--- config.mk ---
export PLATFORM = sky130hd
export DESIGN_NAME = fscd_top
export DESIGN_NICKNAME = d
export VERILOG_FILES = /design/src/verilog/fscd_pkg.sv /design/src/verilog/fscd_sync.sv /design/src/verilog/fscd_top.sv
export SDC_FILE = /design/constraint.sdc
export NUM_CORES = 1
export LEC_CHECK = 0
export BUFFER_PORTS_ARGS = -buffer_cell sky130_fd_sc_hd__buf_2
export CORE_MARGIN = 1
export CORE_UTILIZATION = 55
export DETAILED_ROUTE_END_ITERATION = 8
export PLACE_DENSITY = 0.77
export RECOVER_POWER = 50
export REMOVE_ABC_BUFFERS = 1
export SYNTH_ARGS = -nofsm -noshare
export SYNTH_HDL_FRONTEND = slang
export SYNTH_SLANG_ARGS = --single-unit
--- constraint.sdc ---
create_clock -name mclk -period 5.4 [get_ports mclk]
set_input_delay 1.62 -clock mclk [delete_from_list [all_inputs] [get_ports mclk]]
set_output_delay 1.62 -clock mclk [all_outputs]
set_load 0.1 [all_outputs]
--- src/verilog/fscd_pkg.sv ---
// ****************************************************************
// Package for the setting command decoder
// ****************************************************************
package fscd_pkg;

   // ****************************************************************
   // Opcodes
   // ****************************************************************
   localparam logic [7:0] OPC_LATCH_SET       = 8'h06;
   localparam logic [7:0] OPC_LATCH_CLEAR     = 8'h04;
   localparam logic [7:0] OPC_STATUS_READ     = 8'h05;
   localparam logic [7:0] OPC_CONFIG_READ     = 8'h15;
   localparam logic [7:0] OPC_STATUS_CFG_WR   = 8'h01;
   localparam logic [7:0] OPC_PROTECT_SELECT  = 8'h68;
   localparam logic [7:0] OPC_QUAD_ENTER      = 8'h35;
   localparam logic [7:0] OPC_QUAD_EXIT       = 8'hf5;
   localparam logic [7:0] OPC_SUSPEND         = 8'hb0;
   localparam logic [7:0] OPC_RESUME          = 8'h30;
   localparam logic [7:0] OPC_POWER_DOWN      = 8'hb9;
   localparam logic [7:0] OPC_POWER_RELEASE   = 8'hab;

   // ****************************************************************
   // Register map (byte addresses)
   // ****************************************************************
   localparam int         AXI_AW              = 8;
   localparam logic [7:0] OFF_STATUS          = 8'h00;
   localparam logic [7:0] OFF_CONFIG          = 8'h04;
   localparam logic [7:0] OFF_CONTROL         = 8'h08;
   localparam logic [7:0] OFF_STATE           = 8'h0c;
   localparam logic [7:0] RST_STATUS          = 8'h00;
   localparam logic [7:0] RST_CONFIG          = 8'h00;
   localparam int         CTL_BUSY_BIT        = 0;
   localparam int         ST_LATCH_BIT        = 0;
   localparam int         ST_QUAD_BIT         = 1;
   localparam int         ST_PROT_BIT         = 2;
   localparam int         ST_SUSP_BIT         = 3;
   localparam int         ST_PD_BIT           = 4;
   localparam int         ST_OPC_LSB          = 8;
   localparam logic [1:0] RESP_OKAY           = 2'b00;
   localparam logic [1:0] RESP_DECERR         = 2'b11;

   // ****************************************************************
   // Link pins and session
   // ****************************************************************
   typedef struct packed {
      logic       cs_n;
      logic       sclk;
      logic [3:0] io;
   } fscd_link_t;

   localparam logic [5:0] LINK_IDLE           = 6'h20;
   localparam logic [3:0] OE_N_OFF            = 4'hf;
   localparam logic [3:0] OE_N_SINGLE         = 4'hd;
   localparam logic [3:0] OE_N_QUAD           = 4'h0;

   typedef enum logic [1:0] {
      st_cmd  = 2'b00,
      st_data = 2'b01,
      st_read = 2'b11,
      st_skip = 2'b10
   } fscd_state_t;

endpackage

--- src/verilog/fscd_sync.sv ---
`timescale 1ns/1ps
// ****************************************************************
// Two flip-flop synchroniser
// ****************************************************************
module fscd_sync #(
   parameter int           W    = 1,
   parameter logic [W-1:0] INIT = '0
) (
   // Clock and reset
   input  wire logic         clk,
   input  wire logic         arst_n,
   // Data
   input  wire logic [W-1:0] d,
   output logic      [W-1:0] q
);

   logic [W-1:0] meta_q;

   always_ff @(posedge clk or negedge arst_n) begin
      if (!arst_n) begin
         meta_q <= INIT;
         q      <= INIT;
      end else begin
         meta_q <= d;
         q      <= meta_q;
      end
   end

endmodule

--- src/verilog/fscd_top.sv ---
// The AXI4-Lite slave port and the register offsets were left to the implementer.
`timescale 1ns/1ps
// Notes on behaviour
// [RQ1] Opcode 06h sets the write enable latch in either mode, no extra bytes.
// [RQ2] Opcode 04h clears the write enable latch in either mode, no extra bytes.
// [RQ3] After 05h the status register is shifted out on the data lines.
// [RQ4] After 15h the configuration register is shifted out on the data lines.
// [RQ5] Opcode 01h takes one or two bytes: status, then optional configuration.
// [RQ6] Opcode 68h selects the individual block protect scheme.
// [RQ7] Opcode 35h enters four-line mode, accepted only in single-line mode.
// [RQ8] Opcode F5h leaves four-line mode, accepted only in four-line mode.
// [RQ9] B0h suspends a running program or erase, 30h resumes it.
// [RQ10] B9h enters deep power-down in either mode.
// [RQ11] ABh leaves deep power-down and restores normal command acceptance.
// [RQ12] Four-line mode uses four lines throughout; quad enable bit untouched.
// [RQ13] After exit, opcodes are taken one bit per clock on one line.
// [RQ14] Host keeps chip select high the write deselect time after mode changes.
// [RQ15] Opcodes arrive MSB first: one bit or one nibble per clock.
// [RQ16] Invalid opcodes are ignored until chip select is deasserted.
module fscd_top (
   // Clock and reset
   input  wire logic        mclk,
   input  wire logic        reset_n,
   // Serial link
   input  wire logic        cs_n,
   input  wire logic        sclk,
   input  wire logic [3:0]  io_i,
   output logic      [3:0]  io_o,
   output logic      [3:0]  io_oe_n,
   // AXI4-Lite write
   input  wire logic [7:0]  s_axi_awaddr,
   input  wire logic        s_axi_awvalid,
   output logic             s_axi_awready,
   input  wire logic [31:0] s_axi_wdata,
   input  wire logic [3:0]  s_axi_wstrb,
   input  wire logic        s_axi_wvalid,
   output logic             s_axi_wready,
   output logic      [1:0]  s_axi_bresp,
   output logic             s_axi_bvalid,
   input  wire logic        s_axi_bready,
   // AXI4-Lite read
   input  wire logic [7:0]  s_axi_araddr,
   input  wire logic        s_axi_arvalid,
   output logic             s_axi_arready,
   output logic      [31:0] s_axi_rdata,
   output logic      [1:0]  s_axi_rresp,
   output logic             s_axi_rvalid,
   input  wire logic        s_axi_rready,
   // Device state
   output logic             write_enable_latch,
   output logic             four_line_command_mode,
   output logic             individual_protect,
   output logic             op_suspended,
   output logic             deep_power_down
);

   // ****************************************************************
   // Reset release and pin synchronisation
   // ****************************************************************
   logic                 rst_n;
   fscd_pkg::fscd_link_t link_raw;
   fscd_pkg::fscd_link_t link_s;

   fscd_sync #(.W(1), .INIT(1'b0)) u_rst_sync (
      .clk    (mclk),
      .arst_n (reset_n),
      .d      (1'b1),
      .q      (rst_n)
   );

   assign link_raw.cs_n = cs_n;
   assign link_raw.sclk = sclk;
   assign link_raw.io   = io_i;

   fscd_sync #(.W(6), .INIT(fscd_pkg::LINK_IDLE)) u_link_sync (
      .clk    (mclk),
      .arst_n (rst_n),
      .d      (link_raw),
      .q      (link_s)
   );

   // ****************************************************************
   // Edge detection
   // ****************************************************************
   logic cs_prev_q;
   logic sclk_prev_q;

   always_ff @(posedge mclk or negedge rst_n) begin
      if (!rst_n) begin
         cs_prev_q   <= 1'b1;
         sclk_prev_q <= 1'b0;
      end else begin
         cs_prev_q   <= link_s.cs_n;
         sclk_prev_q <= link_s.sclk;
      end
   end

   wire active    = ~link_s.cs_n;
   wire cs_rise   = link_s.cs_n & ~cs_prev_q;
   wire sclk_rise = active & link_s.sclk & ~sclk_prev_q;
   wire sclk_fall = active & ~link_s.sclk & sclk_prev_q;

   // ****************************************************************
   // Device state registers
   // ****************************************************************
   fscd_pkg::fscd_state_t state_q, state_d;
   logic [7:0] sh_q, sh_d, opc_q, opc_d, out_q, out_d;
   logic [7:0] new_sr_q, new_sr_d, new_cr_q, new_cr_d, sr_q, sr_d, cr_q, cr_d;
   logic [2:0] bit_cnt_q, bit_cnt_d, left_q, left_d;
   logic [3:0] io_o_q, io_o_d, oe_n_q, oe_n_d;
   logic [1:0] data_cnt_q, data_cnt_d;
   logic       exec_q, exec_d, wel_q, quad_q, prot_q, susp_q, pd_q, busy_q;
   logic       wel_d, quad_d, prot_d, susp_d, pd_d, busy_d;

   // ****************************************************************
   // Serial shifter
   // ****************************************************************
   // [RQ12] four lines in quad mode
   wire [3:0] step      = quad_q ? 4'd4 : 4'd1;
   wire [3:0] bit_sum   = {1'b0, bit_cnt_q} + step;
   wire       byte_done = sclk_rise & bit_sum[3];
   // [RQ15] MSB first shifting
   // [RQ13] single line after exit
   wire [7:0] sh_next   = quad_q ? {sh_q[3:0], link_s.io} : {sh_q[6:0], link_s.io[0]};

   wire op_set  = sh_next == fscd_pkg::OPC_LATCH_SET;
   wire op_clr  = sh_next == fscd_pkg::OPC_LATCH_CLEAR;
   wire op_rsr  = sh_next == fscd_pkg::OPC_STATUS_READ;
   wire op_rcr  = sh_next == fscd_pkg::OPC_CONFIG_READ;
   wire op_wr   = sh_next == fscd_pkg::OPC_STATUS_CFG_WR;
   wire op_prot = sh_next == fscd_pkg::OPC_PROTECT_SELECT;
   wire op_qen  = sh_next == fscd_pkg::OPC_QUAD_ENTER;
   wire op_qex  = sh_next == fscd_pkg::OPC_QUAD_EXIT;
   wire op_sus  = sh_next == fscd_pkg::OPC_SUSPEND;
   wire op_res  = sh_next == fscd_pkg::OPC_RESUME;
   wire op_pd   = sh_next == fscd_pkg::OPC_POWER_DOWN;
   wire op_rel  = sh_next == fscd_pkg::OPC_POWER_RELEASE;
   // [RQ7] enter only from single line
   wire ok_qen  = op_qen & ~quad_q;
   // [RQ8] exit only from four lines
   wire ok_qex  = op_qex & quad_q;
   // [RQ11] only release is heard in power-down
   wire nodata  = pd_q ? op_rel : (op_set | op_clr | op_prot | ok_qen | ok_qex
                                   | op_sus | op_res | op_pd | op_rel);
   wire rd_cmd  = ~pd_q & (op_rsr | op_rcr);
   wire wr_cmd  = ~pd_q & op_wr;

   wire in_cmd  = state_q == fscd_pkg::st_cmd;
   wire in_data = state_q == fscd_pkg::st_data;
   wire in_read = state_q == fscd_pkg::st_read;

   // ****************************************************************
   // Session sequencing
   // ****************************************************************
   always_comb begin
      state_d    = state_q;
      sh_d       = sh_q;
      bit_cnt_d  = bit_cnt_q;
      opc_d      = opc_q;
      exec_d     = exec_q;
      data_cnt_d = data_cnt_q;
      new_sr_d   = new_sr_q;
      new_cr_d   = new_cr_q;
      if (!active) begin
         state_d    = fscd_pkg::st_cmd;
         bit_cnt_d  = 3'd0;
         exec_d     = 1'b0;
         data_cnt_d = 2'd0;
      end else if (sclk_rise) begin
         sh_d      = sh_next;
         bit_cnt_d = bit_sum[2:0];
         case (state_q)
            fscd_pkg::st_cmd: begin
               if (byte_done) begin
                  opc_d = sh_next;
                  if (rd_cmd) begin
                     state_d = fscd_pkg::st_read;
                  end else if (wr_cmd) begin
                     state_d = fscd_pkg::st_data;
                  end else begin
                     // [RQ16] unknown opcode is dropped
                     state_d = fscd_pkg::st_skip;
                     exec_d  = nodata;
                  end
               end
            end
            fscd_pkg::st_data: begin
               if (byte_done) begin
                  // [RQ5] first status, then config
                  case (data_cnt_q)
                     2'd0:    new_sr_d = sh_next;
                     2'd1:    new_cr_d = sh_next;
                     default: state_d = fscd_pkg::st_skip;
                  endcase
                  data_cnt_d = data_cnt_q + 2'd1;
               end
            end
            fscd_pkg::st_skip: begin
               // Clocks after a no-data opcode cancel it
               exec_d = 1'b0;
            end
            default: ;
         endcase
      end
   end

   wire ap       = cs_rise & exec_q;
   wire ap_wr    = cs_rise & in_data & (bit_cnt_q == 3'd0)
                   & ((data_cnt_q == 2'd1) | (data_cnt_q == 2'd2));
   wire ap_cfg   = ap_wr & (data_cnt_q == 2'd2);
   wire ex_set   = ap & (opc_q == fscd_pkg::OPC_LATCH_SET);
   wire ex_clr   = ap & (opc_q == fscd_pkg::OPC_LATCH_CLEAR);
   wire ex_prot  = ap & (opc_q == fscd_pkg::OPC_PROTECT_SELECT);
   wire ex_qen   = ap & (opc_q == fscd_pkg::OPC_QUAD_ENTER);
   wire ex_qex   = ap & (opc_q == fscd_pkg::OPC_QUAD_EXIT);
   wire ex_sus   = ap & (opc_q == fscd_pkg::OPC_SUSPEND);
   wire ex_res   = ap & (opc_q == fscd_pkg::OPC_RESUME);
   wire ex_pd    = ap & (opc_q == fscd_pkg::OPC_POWER_DOWN);
   wire ex_rel   = ap & (opc_q == fscd_pkg::OPC_POWER_RELEASE);

   // ****************************************************************
   // Bus slave
   // ****************************************************************
   logic        aw_hold_q, w_hold_q, bvalid_q, rvalid_q;
   logic [7:0]  aw_addr_q;
   logic [31:0] w_data_q, rdata_q;
   logic [3:0]  w_strb_q;
   logic [1:0]  bresp_q, rresp_q;

   wire aw_take = s_axi_awvalid & s_axi_awready;
   wire w_take  = s_axi_wvalid & s_axi_wready;
   wire ar_take = s_axi_arvalid & s_axi_arready;
   wire wr_go   = aw_hold_q & w_hold_q & ~bvalid_q;
   wire wr_map  = aw_addr_q[7:4] == 4'h0;
   wire lane0   = wr_go & w_strb_q[0];
   wire sw_sr   = lane0 & (aw_addr_q == fscd_pkg::OFF_STATUS);
   wire sw_cr   = lane0 & (aw_addr_q == fscd_pkg::OFF_CONFIG);
   wire sw_ctl  = lane0 & (aw_addr_q == fscd_pkg::OFF_CONTROL);

   wire [31:0] state_word = ({31'h0, wel_q}  << fscd_pkg::ST_LATCH_BIT)
                          | ({31'h0, quad_q} << fscd_pkg::ST_QUAD_BIT)
                          | ({31'h0, prot_q} << fscd_pkg::ST_PROT_BIT)
                          | ({31'h0, susp_q} << fscd_pkg::ST_SUSP_BIT)
                          | ({31'h0, pd_q}   << fscd_pkg::ST_PD_BIT)
                          | ({24'h0, opc_q}  << fscd_pkg::ST_OPC_LSB);
   wire        rd_map  = s_axi_araddr[7:4] == 4'h0;
   wire [31:0] rd_word = (s_axi_araddr == fscd_pkg::OFF_STATUS)  ? {24'h0, sr_q} :
                         (s_axi_araddr == fscd_pkg::OFF_CONFIG)  ? {24'h0, cr_q} :
                         (s_axi_araddr == fscd_pkg::OFF_CONTROL) ? {31'h0, busy_q} :
                         (s_axi_araddr == fscd_pkg::OFF_STATE)   ? state_word : 32'h0;

   assign s_axi_awready = ~aw_hold_q & ~bvalid_q;
   assign s_axi_wready  = ~w_hold_q & ~bvalid_q;
   assign s_axi_arready = ~rvalid_q;
   assign s_axi_bvalid  = bvalid_q;
   assign s_axi_bresp   = bresp_q;
   assign s_axi_rvalid  = rvalid_q;
   assign s_axi_rdata   = rdata_q;
   assign s_axi_rresp   = rresp_q;

   always_ff @(posedge mclk or negedge rst_n) begin
      if (!rst_n) begin
         aw_hold_q <= 1'b0;
         w_hold_q  <= 1'b0;
         aw_addr_q <= 8'h00;
         w_data_q  <= 32'h0;
         w_strb_q  <= 4'h0;
         bvalid_q  <= 1'b0;
         bresp_q   <= fscd_pkg::RESP_OKAY;
      end else begin
         if (aw_take) begin
            aw_hold_q <= 1'b1;
            aw_addr_q <= s_axi_awaddr;
         end
         if (w_take) begin
            w_hold_q <= 1'b1;
            w_data_q <= s_axi_wdata;
            w_strb_q <= s_axi_wstrb;
         end
         if (wr_go) begin
            aw_hold_q <= 1'b0;
            w_hold_q  <= 1'b0;
            bvalid_q  <= 1'b1;
            bresp_q   <= wr_map ? fscd_pkg::RESP_OKAY : fscd_pkg::RESP_DECERR;
         end else if (s_axi_bready) begin
            bvalid_q <= 1'b0;
         end
      end
   end

   always_ff @(posedge mclk or negedge rst_n) begin
      if (!rst_n) begin
         rvalid_q <= 1'b0;
         rdata_q  <= 32'h0;
         rresp_q  <= fscd_pkg::RESP_OKAY;
      end else if (ar_take) begin
         rvalid_q <= 1'b1;
         rdata_q  <= rd_word;
         rresp_q  <= rd_map ? fscd_pkg::RESP_OKAY : fscd_pkg::RESP_DECERR;
      end else if (s_axi_rready) begin
         rvalid_q <= 1'b0;
      end
   end

   // [RQ1] latch set
   // [RQ2] latch clear
   assign wel_d  = ex_set ? 1'b1 : (ex_clr ? 1'b0 : wel_q);
   // [RQ7] enter four-line mode
   // [RQ8] leave four-line mode
   assign quad_d = ex_qen ? 1'b1 : (ex_qex ? 1'b0 : quad_q);
   // [RQ6] individual block protect
   assign prot_d = ex_prot | prot_q;
   // [RQ9] suspend needs a running operation
   assign susp_d = (ex_sus & busy_q) ? 1'b1 : (ex_res ? 1'b0 : susp_q);
   // [RQ10] enter power-down
   // [RQ11] release power-down
   assign pd_d   = ex_pd ? 1'b1 : (ex_rel ? 1'b0 : pd_q);
   assign busy_d = sw_ctl ? w_data_q[fscd_pkg::CTL_BUSY_BIT] : busy_q;
   // [RQ5] link write wins over a bus write
   // [RQ12] mode changes leave status alone
   assign sr_d   = ap_wr ? new_sr_q : (sw_sr ? w_data_q[7:0] : sr_q);
   assign cr_d   = ap_cfg ? new_cr_q : (sw_cr ? w_data_q[7:0] : cr_q);

   // ****************************************************************
   // Read-out shifter
   // ****************************************************************
   // [RQ3] status read-out
   // [RQ4] config read-out
   wire [7:0] reg_val = (opc_q == fscd_pkg::OPC_STATUS_READ) ? sr_q : cr_q;
   wire [7:0] cur     = (left_q == 3'd0) ? reg_val : out_q;
   wire [3:0] base    = (left_q == 3'd0) ? 4'd8 : {1'b0, left_q};
   wire [3:0] left_n  = base - step;

   always_comb begin
      out_d  = out_q;
      left_d = left_q;
      io_o_d = io_o_q;
      oe_n_d = oe_n_q;
      if (!active) begin
         left_d = 3'd0;
         oe_n_d = fscd_pkg::OE_N_OFF;
      end else if (in_read & sclk_fall) begin
         left_d = left_n[2:0];
         if (quad_q) begin
            io_o_d = cur[7:4];
            out_d  = {cur[3:0], 4'h0};
            oe_n_d = fscd_pkg::OE_N_QUAD;
         end else begin
            io_o_d = {2'b00, cur[7], 1'b0};
            out_d  = {cur[6:0], 1'b0};
            oe_n_d = fscd_pkg::OE_N_SINGLE;
         end
      end
   end

   // ****************************************************************
   // State flip-flops
   // ****************************************************************
   always_ff @(posedge mclk or negedge rst_n) begin
      if (!rst_n) begin
         state_q    <= fscd_pkg::st_cmd;
         sh_q       <= 8'h00;
         bit_cnt_q  <= 3'd0;
         opc_q      <= 8'h00;
         exec_q     <= 1'b0;
         data_cnt_q <= 2'd0;
         new_sr_q   <= 8'h00;
         new_cr_q   <= 8'h00;
         out_q      <= 8'h00;
         left_q     <= 3'd0;
         io_o_q     <= 4'h0;
         oe_n_q     <= fscd_pkg::OE_N_OFF;
      end else begin
         state_q    <= state_d;
         sh_q       <= sh_d;
         bit_cnt_q  <= bit_cnt_d;
         opc_q      <= opc_d;
         exec_q     <= exec_d;
         data_cnt_q <= data_cnt_d;
         new_sr_q   <= new_sr_d;
         new_cr_q   <= new_cr_d;
         out_q      <= out_d;
         left_q     <= left_d;
         io_o_q     <= io_o_d;
         oe_n_q     <= oe_n_d;
      end
   end

   always_ff @(posedge mclk or negedge rst_n) begin
      if (!rst_n) begin
         wel_q  <= 1'b0;
         quad_q <= 1'b0;
         prot_q <= 1'b0;
         susp_q <= 1'b0;
         pd_q   <= 1'b0;
         busy_q <= 1'b0;
         sr_q   <= fscd_pkg::RST_STATUS;
         cr_q   <= fscd_pkg::RST_CONFIG;
      end else begin
         wel_q  <= wel_d;
         quad_q <= quad_d;
         prot_q <= prot_d;
         susp_q <= susp_d;
         pd_q   <= pd_d;
         busy_q <= busy_d;
         sr_q   <= sr_d;
         cr_q   <= cr_d;
      end
   end

   assign io_o                   = io_o_q;
   assign io_oe_n                = oe_n_q;
   assign write_enable_latch     = wel_q;
   assign four_line_command_mode = quad_q;
   assign individual_protect     = prot_q;
   assign op_suspended           = susp_q;
   assign deep_power_down        = pd_q;

endmodule

==> summary.txt, run 1 <==
status: finished, violations left
failing checks: capacitance limit, slew limit
Final min period: 3600 ps
DRT Pass-1 Iters: 5
vias in the first global route: 4482
cts hold-fix bufs: 0
Top delay family on crit path: flip-flops
CP max FO: 78
Worst Tran Pin Value: 2060 ps
Synth top area share: 51.9%
Vias/cell: 5.79
ys async rst share: 100%
CTS root buffer: clkbuf_8
I/O pin count: 119
crit path DAT: 3870 ps
first-pass GRT wire length: 21700 um
GRT overflow: 0
CP Class: reg -> async
Worst setup SP type: flop
post-synth top area cell: dfrtp_1
die area: 0.0116 sq mm
synthesized instance count: 565
count leader, synth: dfrtp_1
antenna violations before repair: 0
num rows: 38
hold_ws: 347 ps
RSZ-0062 raised after global routing: false
Final Max Slew Viols: 133
sequential element share of the synthesized area: 54.1%
wire length per cell: 16.7 um
Post-synth EDFFs: 0
via count: 4524
Final #Nets: 703
commonest cells in the synthesized netlist: dfrtp_1, nand2_1, nor2_1, mux2_2, mux2i_1
die width: 107 um
GP Congestion: 0.918
clock tree buffer depth: 2
CORE AREA: 0.0108 sq mm
syn avg cell area: 10.8 sq um
Port Buf Inserts: 75
Final setup viols: 0
Yosys warnings: 0
Synth Flop Type: dfrtp_1
Place WS: 1950 ps
clock input transition at the sequential cells of the worst setup and hold paths: 60 ps
post-route setup slack: 1800 ps
crit path capture type: async pin
WP data required: 5670 ps
Final Hold Fails: 0
Seq cells post-synth: 132
Final period util: 66.7%
Iter 0 DRT Violations: 241
Syn-to-layout area delta: 14.3%
DRC viols: 0
Clock Latency Late Sink: 520 ps
leak pwr: 3.36 nW
count of different cell masters after synthesis: 70
Critical path buffers and inverters: 1
top post-synthesis cells by area: dfrtp_1, mux2_2, mux2i_1, nand2_1, buf_4
Post-Syn Area: 0.00612 sq mm
Num CTS Buffers: 17
Routed Antenna Nets: 0
fin util: 64.6%
Final Skew: 7.77 ps
routed wire length: 13100 um
fmax: 278 MHz
crit path cell chain: clkbuf_2
initial core utilization: 56.5%
Hold Crit Class: reg -> reg
largest net degree at the start of global routing: 79
crit-path max cell delay: 1730 ps
Num Clock Sinks: 132
maxcap violations: 2
post-detail-place hpwl: 9000 um
H-tree level count: 4
share of cells above drive strength 1: 22.4%
power per cell area: 413 mW/mm^2
diode count: 0
Sum Neg Setup Slack: 0 ps
CTS tree: built
Die H: 107 um
Total GRT Usage: 24.9%
Rel. slew slack: -37.6%
post-CTS sizing: 0
Max VDD drop: 0.306 mV
post-CTS setup buffers: 0
Worst path slowest cell: dfrtp_1
cell usage in the layout, fill, tap and decap left out, types with 3 or more instances in the layout:
master / Yosys / routed
nor2b_1: 6 / 6
nor2_1: 40 / 40
conb_1: 2 / 17
nand2b_1: 5 / 5
nor3_1: 11 / 11
nand2_1: 60 / 60
a21o_1: 6 / 6
mux2_2: 28 / 28
buf_2: 2 / 74
a22o_1: 10 / 10
a32oi_1: 4 / 4
nor4b_1: 3 / 3
clkbuf_1: 24 / 6
buf_4: 20 / 3
a211o_1: 4 / 4
nor4_1: 7 / 7
a31oi_1: 7 / 7
clkbuf_16: 0 / 16
a21oi_1: 25 / 25
nand3_1: 5 / 5
and3b_1: 4 / 4
ha_1: 8 / 8
or3_1: 3 / 3
dfstp_2: 5 / 4
dfrtp_1: 127 / 127
o21ai_1: 19 / 19
clkbuf_8: 0 / 5
clkinv_2: 0 / 5
o211ai_1: 3 / 3
inv_1: 13 / 13
a22oi_1: 4 / 4
nand3b_1: 3 / 3
mux2i_1: 28 / 28
o21ai_0: 24 / 24
logic make-up (layout without fill, tap and decap cells):
kind of cell    after synthesis  in the layout  share of synthesized area [%]
compound gates              133            133                           14.4
xor+xnor                      2              2                          0.286
fa+ha+maj                     8              8                           1.64
buf+inv                      61            123                           5.13
flops                       132            132                           54.1
mux                          58             58                           10.3
other cells                   2             17                          0.123
simple gates                169            169                           14.0
path summary, 6_finish.rpt:
path                                        start                      to  slack [ps]  cells after the start
max in group mclk          four_line_command_mode  four_line_command_mode        2020                      2
min in group asynchronous                 reset_n            u_rst_sync.q         870                      1
hold reg to reg             u_link_sync.meta_q[1]        u_link_sync.q[1]         350                      0
hold / removal              u_link_sync.meta_q[1]        u_link_sync.q[1]         350                      0
setup reg to reg                     u_rst_sync.q                 io_o[2]        1800                      1
setup / recovery                     u_rst_sync.q                 io_o[2]        1800                      1
metrics by stage:
| stage | cells | area (sq um) | power, mW |
|---|---|---|---|
| after floorplan | 532 | 5910 | 1.76 |
| after global routing | 782 | 7000 | 3.02 |
| after global placement | 751 | 6500 | 1.89 |
| final | 782 | 7000 | 2.89 |
| after CTS | 782 | 7010 | 2.91 |
| after detailed placement | 751 | 6500 | 1.91 |
flip-flops by register name, summed over array words and instances, names as in the netlist, 2 cells and up:
register            cells
aw_addr_q               8
bit_cnt_q               3
cr_q                    8
data_cnt_q              2
io_o                    4
io_oe_n                 2
left_q                  3
new_cr_q                8
new_sr_q                8
opc_q                   8
out_q                   7
s_axi_rdata            16
sh_q                    7
sr_q                    8
state_q                 2
u_link_sync.meta_q      6
u_link_sync.q           6
w_data_q                8
area by class of cell:
class | count | area (sq um)
Fill cell | 838 | 3840
Clock buffer | 26 | 488
Inverter | 13 | 48.8
Tap cell | 140 | 175
Timing Repair Buffer | 79 | 402
Multi-Input combinational cell | 387 | 2550
Clock inverter | 5 | 25.0
Sequential cell | 132 | 3310
layer usage:
layer	global-route usage (%)	wire length, um
met5	0	0
met4	13.0	441
met3	5.45	630
met2	40.0	6200
met1	31.5	5820
report_power, final:
part           switching [mW]  internal (mW)
Combinational           0.429          0.198
Sequential              0.134           1.13
Clock                   0.389          0.606
(Power assumes the default switching activity.)
==> run 2: changes to the inputs <==
--- a/config.mk
+++ b/config.mk
@@ -5,11 +5,12 @@
 export SDC_FILE = /design/constraint.sdc
 export NUM_CORES = 1
 export LEC_CHECK = 0
+export ABC_AREA = 1
 export BUFFER_PORTS_ARGS = -buffer_cell sky130_fd_sc_hd__buf_2
 export CORE_MARGIN = 1
-export CORE_UTILIZATION = 55
+export CORE_UTILIZATION = 50
 export DETAILED_ROUTE_END_ITERATION = 8
-export PLACE_DENSITY = 0.77
+export PLACE_DENSITY = 0.73
 export RECOVER_POWER = 50
 export REMOVE_ABC_BUFFERS = 1
 export SYNTH_ARGS = -nofsm -noshare
==> constraint.sdc (replaced) <==
create_clock -name mclk -period 3.1 [get_ports mclk]
set_input_delay 0.93 -clock mclk [delete_from_list [all_inputs] [get_ports mclk]]
set_output_delay 0.93 -clock mclk [all_outputs]
set_load 0.1 [all_outputs]
==> run 2 against run 1 <==
The run still ends with capacitance limit, slew limit left. Worst setup slack lost 1000 ps. Synthesized area increased by 3.1%. Count of clock-buffer cells in the layout did not move. Die area grew 13%. Global-route usage down 1.1 points. Combinational power grew 110%.
==> summary.txt, run 2 <==
status: finished, violations left
failing checks: capacitance limit, slew limit
ys async rst share: 100% (unchanged)
Final #Nets: 864 (+23%)
Seq cells post-synth: 132 (unchanged)
CTS root buffer: clkbuf_16
Die H: 114 um (+6.4%)
Top delay family on crit path: buffers and inverters
Synth Flop Type: dfrtp_1
first-pass GRT wire length: 23500 um (+8.1%)
critical path capture point: s_axi_wready
wire length per cell: 14.3 um (-14%)
power per cell area: 747 mW/mm^2 (+81%)
area of all placed cells without fillers: 0.00727 sq mm (+3.9%)
DRC viols: 0 (unchanged)
Port Buf Inserts: 75 (unchanged)
WP data required: 2170 ps (-3500 ps)
Final Skew: 5.82 ps (-1.95 ps)
GRT overflow: 0 (unchanged)
most frequent cells in the layout: nand2_1, dfrtp_1, buf_2, inv_1
antenna violations before repair: 0 (unchanged)
fin util: 59.8% (-4.8 points)
post-synth top area cell: dfrtp_1
Fillers: 1077 (+29%)
crit path DAT: 1410 ps (-2460 ps)
largest family of logic cells by synthesized area: simple AND/OR/NAND/NOR gates
diode count: 0 (unchanged)
vias in the first global route: 4929 (+10%)
GP Congestion: 0.880 (-4.1%)
beginning of the critical path: w_hold_q
xor-xnor portion of the synthesized cell area: 0.278% (-0.0086 points)
Adder-Cell Fraction of Synth Area: 1.59% (-0.049 points)
placed cell area: 0.00674 sq mm (+3.7%)
I/O pin count: 119 (unchanged)
die width: 114 um (+6.4%)
die area: 0.0131 sq mm (+13%)
Post-Synth Simple-Gate Area: 24.0% (+10 points)
CP Class: reg -> out
Max VDD drop: 0.456 mV (+49%)
Reg2Reg Capture Point: exec_q
initial core utilization: 51.9% (-4.6 points)
syn avg cell area: 8.86 sq um (-18%)
post-detail-place hpwl: 10200 um (+13%)
max reg flops: 16 (unchanged)
clock input transition at the sequential cells of the worst setup and hold paths: 50 ps (about the same)
commonest cells in the synthesized netlist: nand2_1, dfrtp_1, inv_1, nor2_1, o21ai_0
Final setup viols: 0 (unchanged)
count leader, synth: nand2_1
Clock Latency Late Sink: 420 ps (-100 ps)
post-CTS setup buffers: 0 (unchanged)
most common cell after layout, fill and taps aside: nand2_1
top post-synthesis cells by area: dfrtp_1, nand2_1, o21ai_0, inv_1, nor2_1
Post-synth EDFFs: 0 (unchanged)
crit path cell chain: nor2_1 > buf_2
maxcap violations: 1 (-1)
Final period util: 75.5%
Rel. slew slack: -30.6% (+7.0 points)
FF/Latch Area: 0.00331 sq mm (unchanged)
CTS tree: built
Num Clock Sinks: 132 (unchanged)
clock tree buffer depth: 2 (unchanged)
Iter 0 DRT Violations: 403 (+67%)
crit-path max cell delay: 440 ps (-1290 ps)
multiplexer share of the synthesized area: 2.50% (-7.8 points)
Sum Neg Setup Slack: 0 ps (unchanged)
Vias/cell: 5.18 (-10%)
Num CTS Buffers: 17 (unchanged)
area occupied by multi-input gates: 0.00252 sq mm (-1.1%)
Worst Tran Pin Value: 1960 ps (-105 ps)
Routed Antenna Nets: 0 (unchanged)
fmax: 427 MHz
critical path depth: 2 (+1)
Power Total: 5.43 mW (+88%)
compound-gate portion of the synthesized area: 10.6% (-3.8 points)
Synth top area share: 50.4% (-1.6 points)
via count: 5033 (+11%)
leak pwr: 3.59 nW (+6.6%)
Final Hold Fails: 0 (unchanged)
CORE AREA: 0.0122 sq mm (+12%)
largest net degree at the start of global routing: 50 (-37%)
worst r2r src: four_line_command_mode
num rows: 40 (+5.3%)
Total GRT Usage: 23.7% (-1.1 points)
Yosys warnings: 0 (unchanged)
setup slack on the worst flop-to-flop path: 870 ps (-930 ps)
count of different cell masters after synthesis: 48 (-31%)
cts hold-fix bufs: 0 (unchanged)
Hold Crit Class: in -> async
Critical path buffers and inverters: 1 (unchanged)
CP max FO: 4 (-95%)
routed wire length: 13900 um (+6.3%)
RSZ-0062 raised after global routing: false
sequential element share of the synthesized area: 52.4% (-1.6 points)
Syn-to-layout area delta: 15.2%
Worst path slowest cell: buf_2
H-tree level count: 4 (unchanged)
Final Max Slew Viols: 50 (-62%)
synthesized instance count: 712 (+26%)
share of cells above drive strength 1: 19.7% (-2.8 points)
Post-Syn Area: 0.00631 sq mm (+3.1%)
crit path capture type: primary output
DRT Pass-1 Iters: 5 (unchanged)
Worst setup SP type: flop
Final min period: 2340 ps
Reg2Reg Depth: 11 (+10)
post-CTS sizing: 0 (unchanged)
-- run 2: cell families after synthesis --
family | Yosys count
buf+inv | 105
fa+ha+maj | 8
compound gates | 120
xor+xnor | 2
simple gates | 329
mux | 14
flops | 132
other cells | 2
-- run 2: layout make-up --
| class | count | area share [%] |
|---|---|---|
| Clock buffer | 26 | 6.87 |
| Clock inverter | 5 | 0.689 |
| Inverter | 70 | 3.79 |
| Multi-Input combinational cell | 490 | 34.7 |
| Sequential cell | 132 | 45.5 |
| Tap cell | 168 | 2.89 |
| Timing Repair Buffer | 80 | 5.53 |
-- run 2: stage by stage --
stage	hold WS, ps	std cells	setup slack (ps)
2_1_floorplan	331	692	-841
3_3_place_gp	332	940	892
3_5_place_dp	337	940	861
4_1_cts	272	971	738
5_1_grt	279	971	482
6_report	288	971	759
-- run 2: report_power, final --
| group | internal (mW) | leakage [nW] | total [mW] | switching, mW |
|---|---|---|---|---|
| Combinational | 0.349 | 1.66 | 1.35 | 1.01 |
| Sequential | 2.00 | 1.65 | 2.22 | 0.221 |
| Clock | 1.18 | 0.274 | 1.85 | 0.678 |
-- run 2: how the worst min path moves through the flow --
stage,cells past startpoint,slack (ps),endpoint
6_report,1,290,u_rst_sync.q
5_1_grt,1,280,u_rst_sync.meta_q
4_1_cts,1,270,u_rst_sync.q
3_5_place_dp,0,340,u_link_sync.q[4]
3_3_place_gp,0,330,u_link_sync.q[0]
2_1_floorplan,0,330,u_link_sync.q[0]
-- run 2: layer usage --
layer	vias to the layer above	routed length, um	track usage (%)
li1	2452	-	-
met1	2397	6240	30.8
met2	161	6640	38.0
met3	23	716	5.56
met4	0	320	10.6
met5	-	0	0
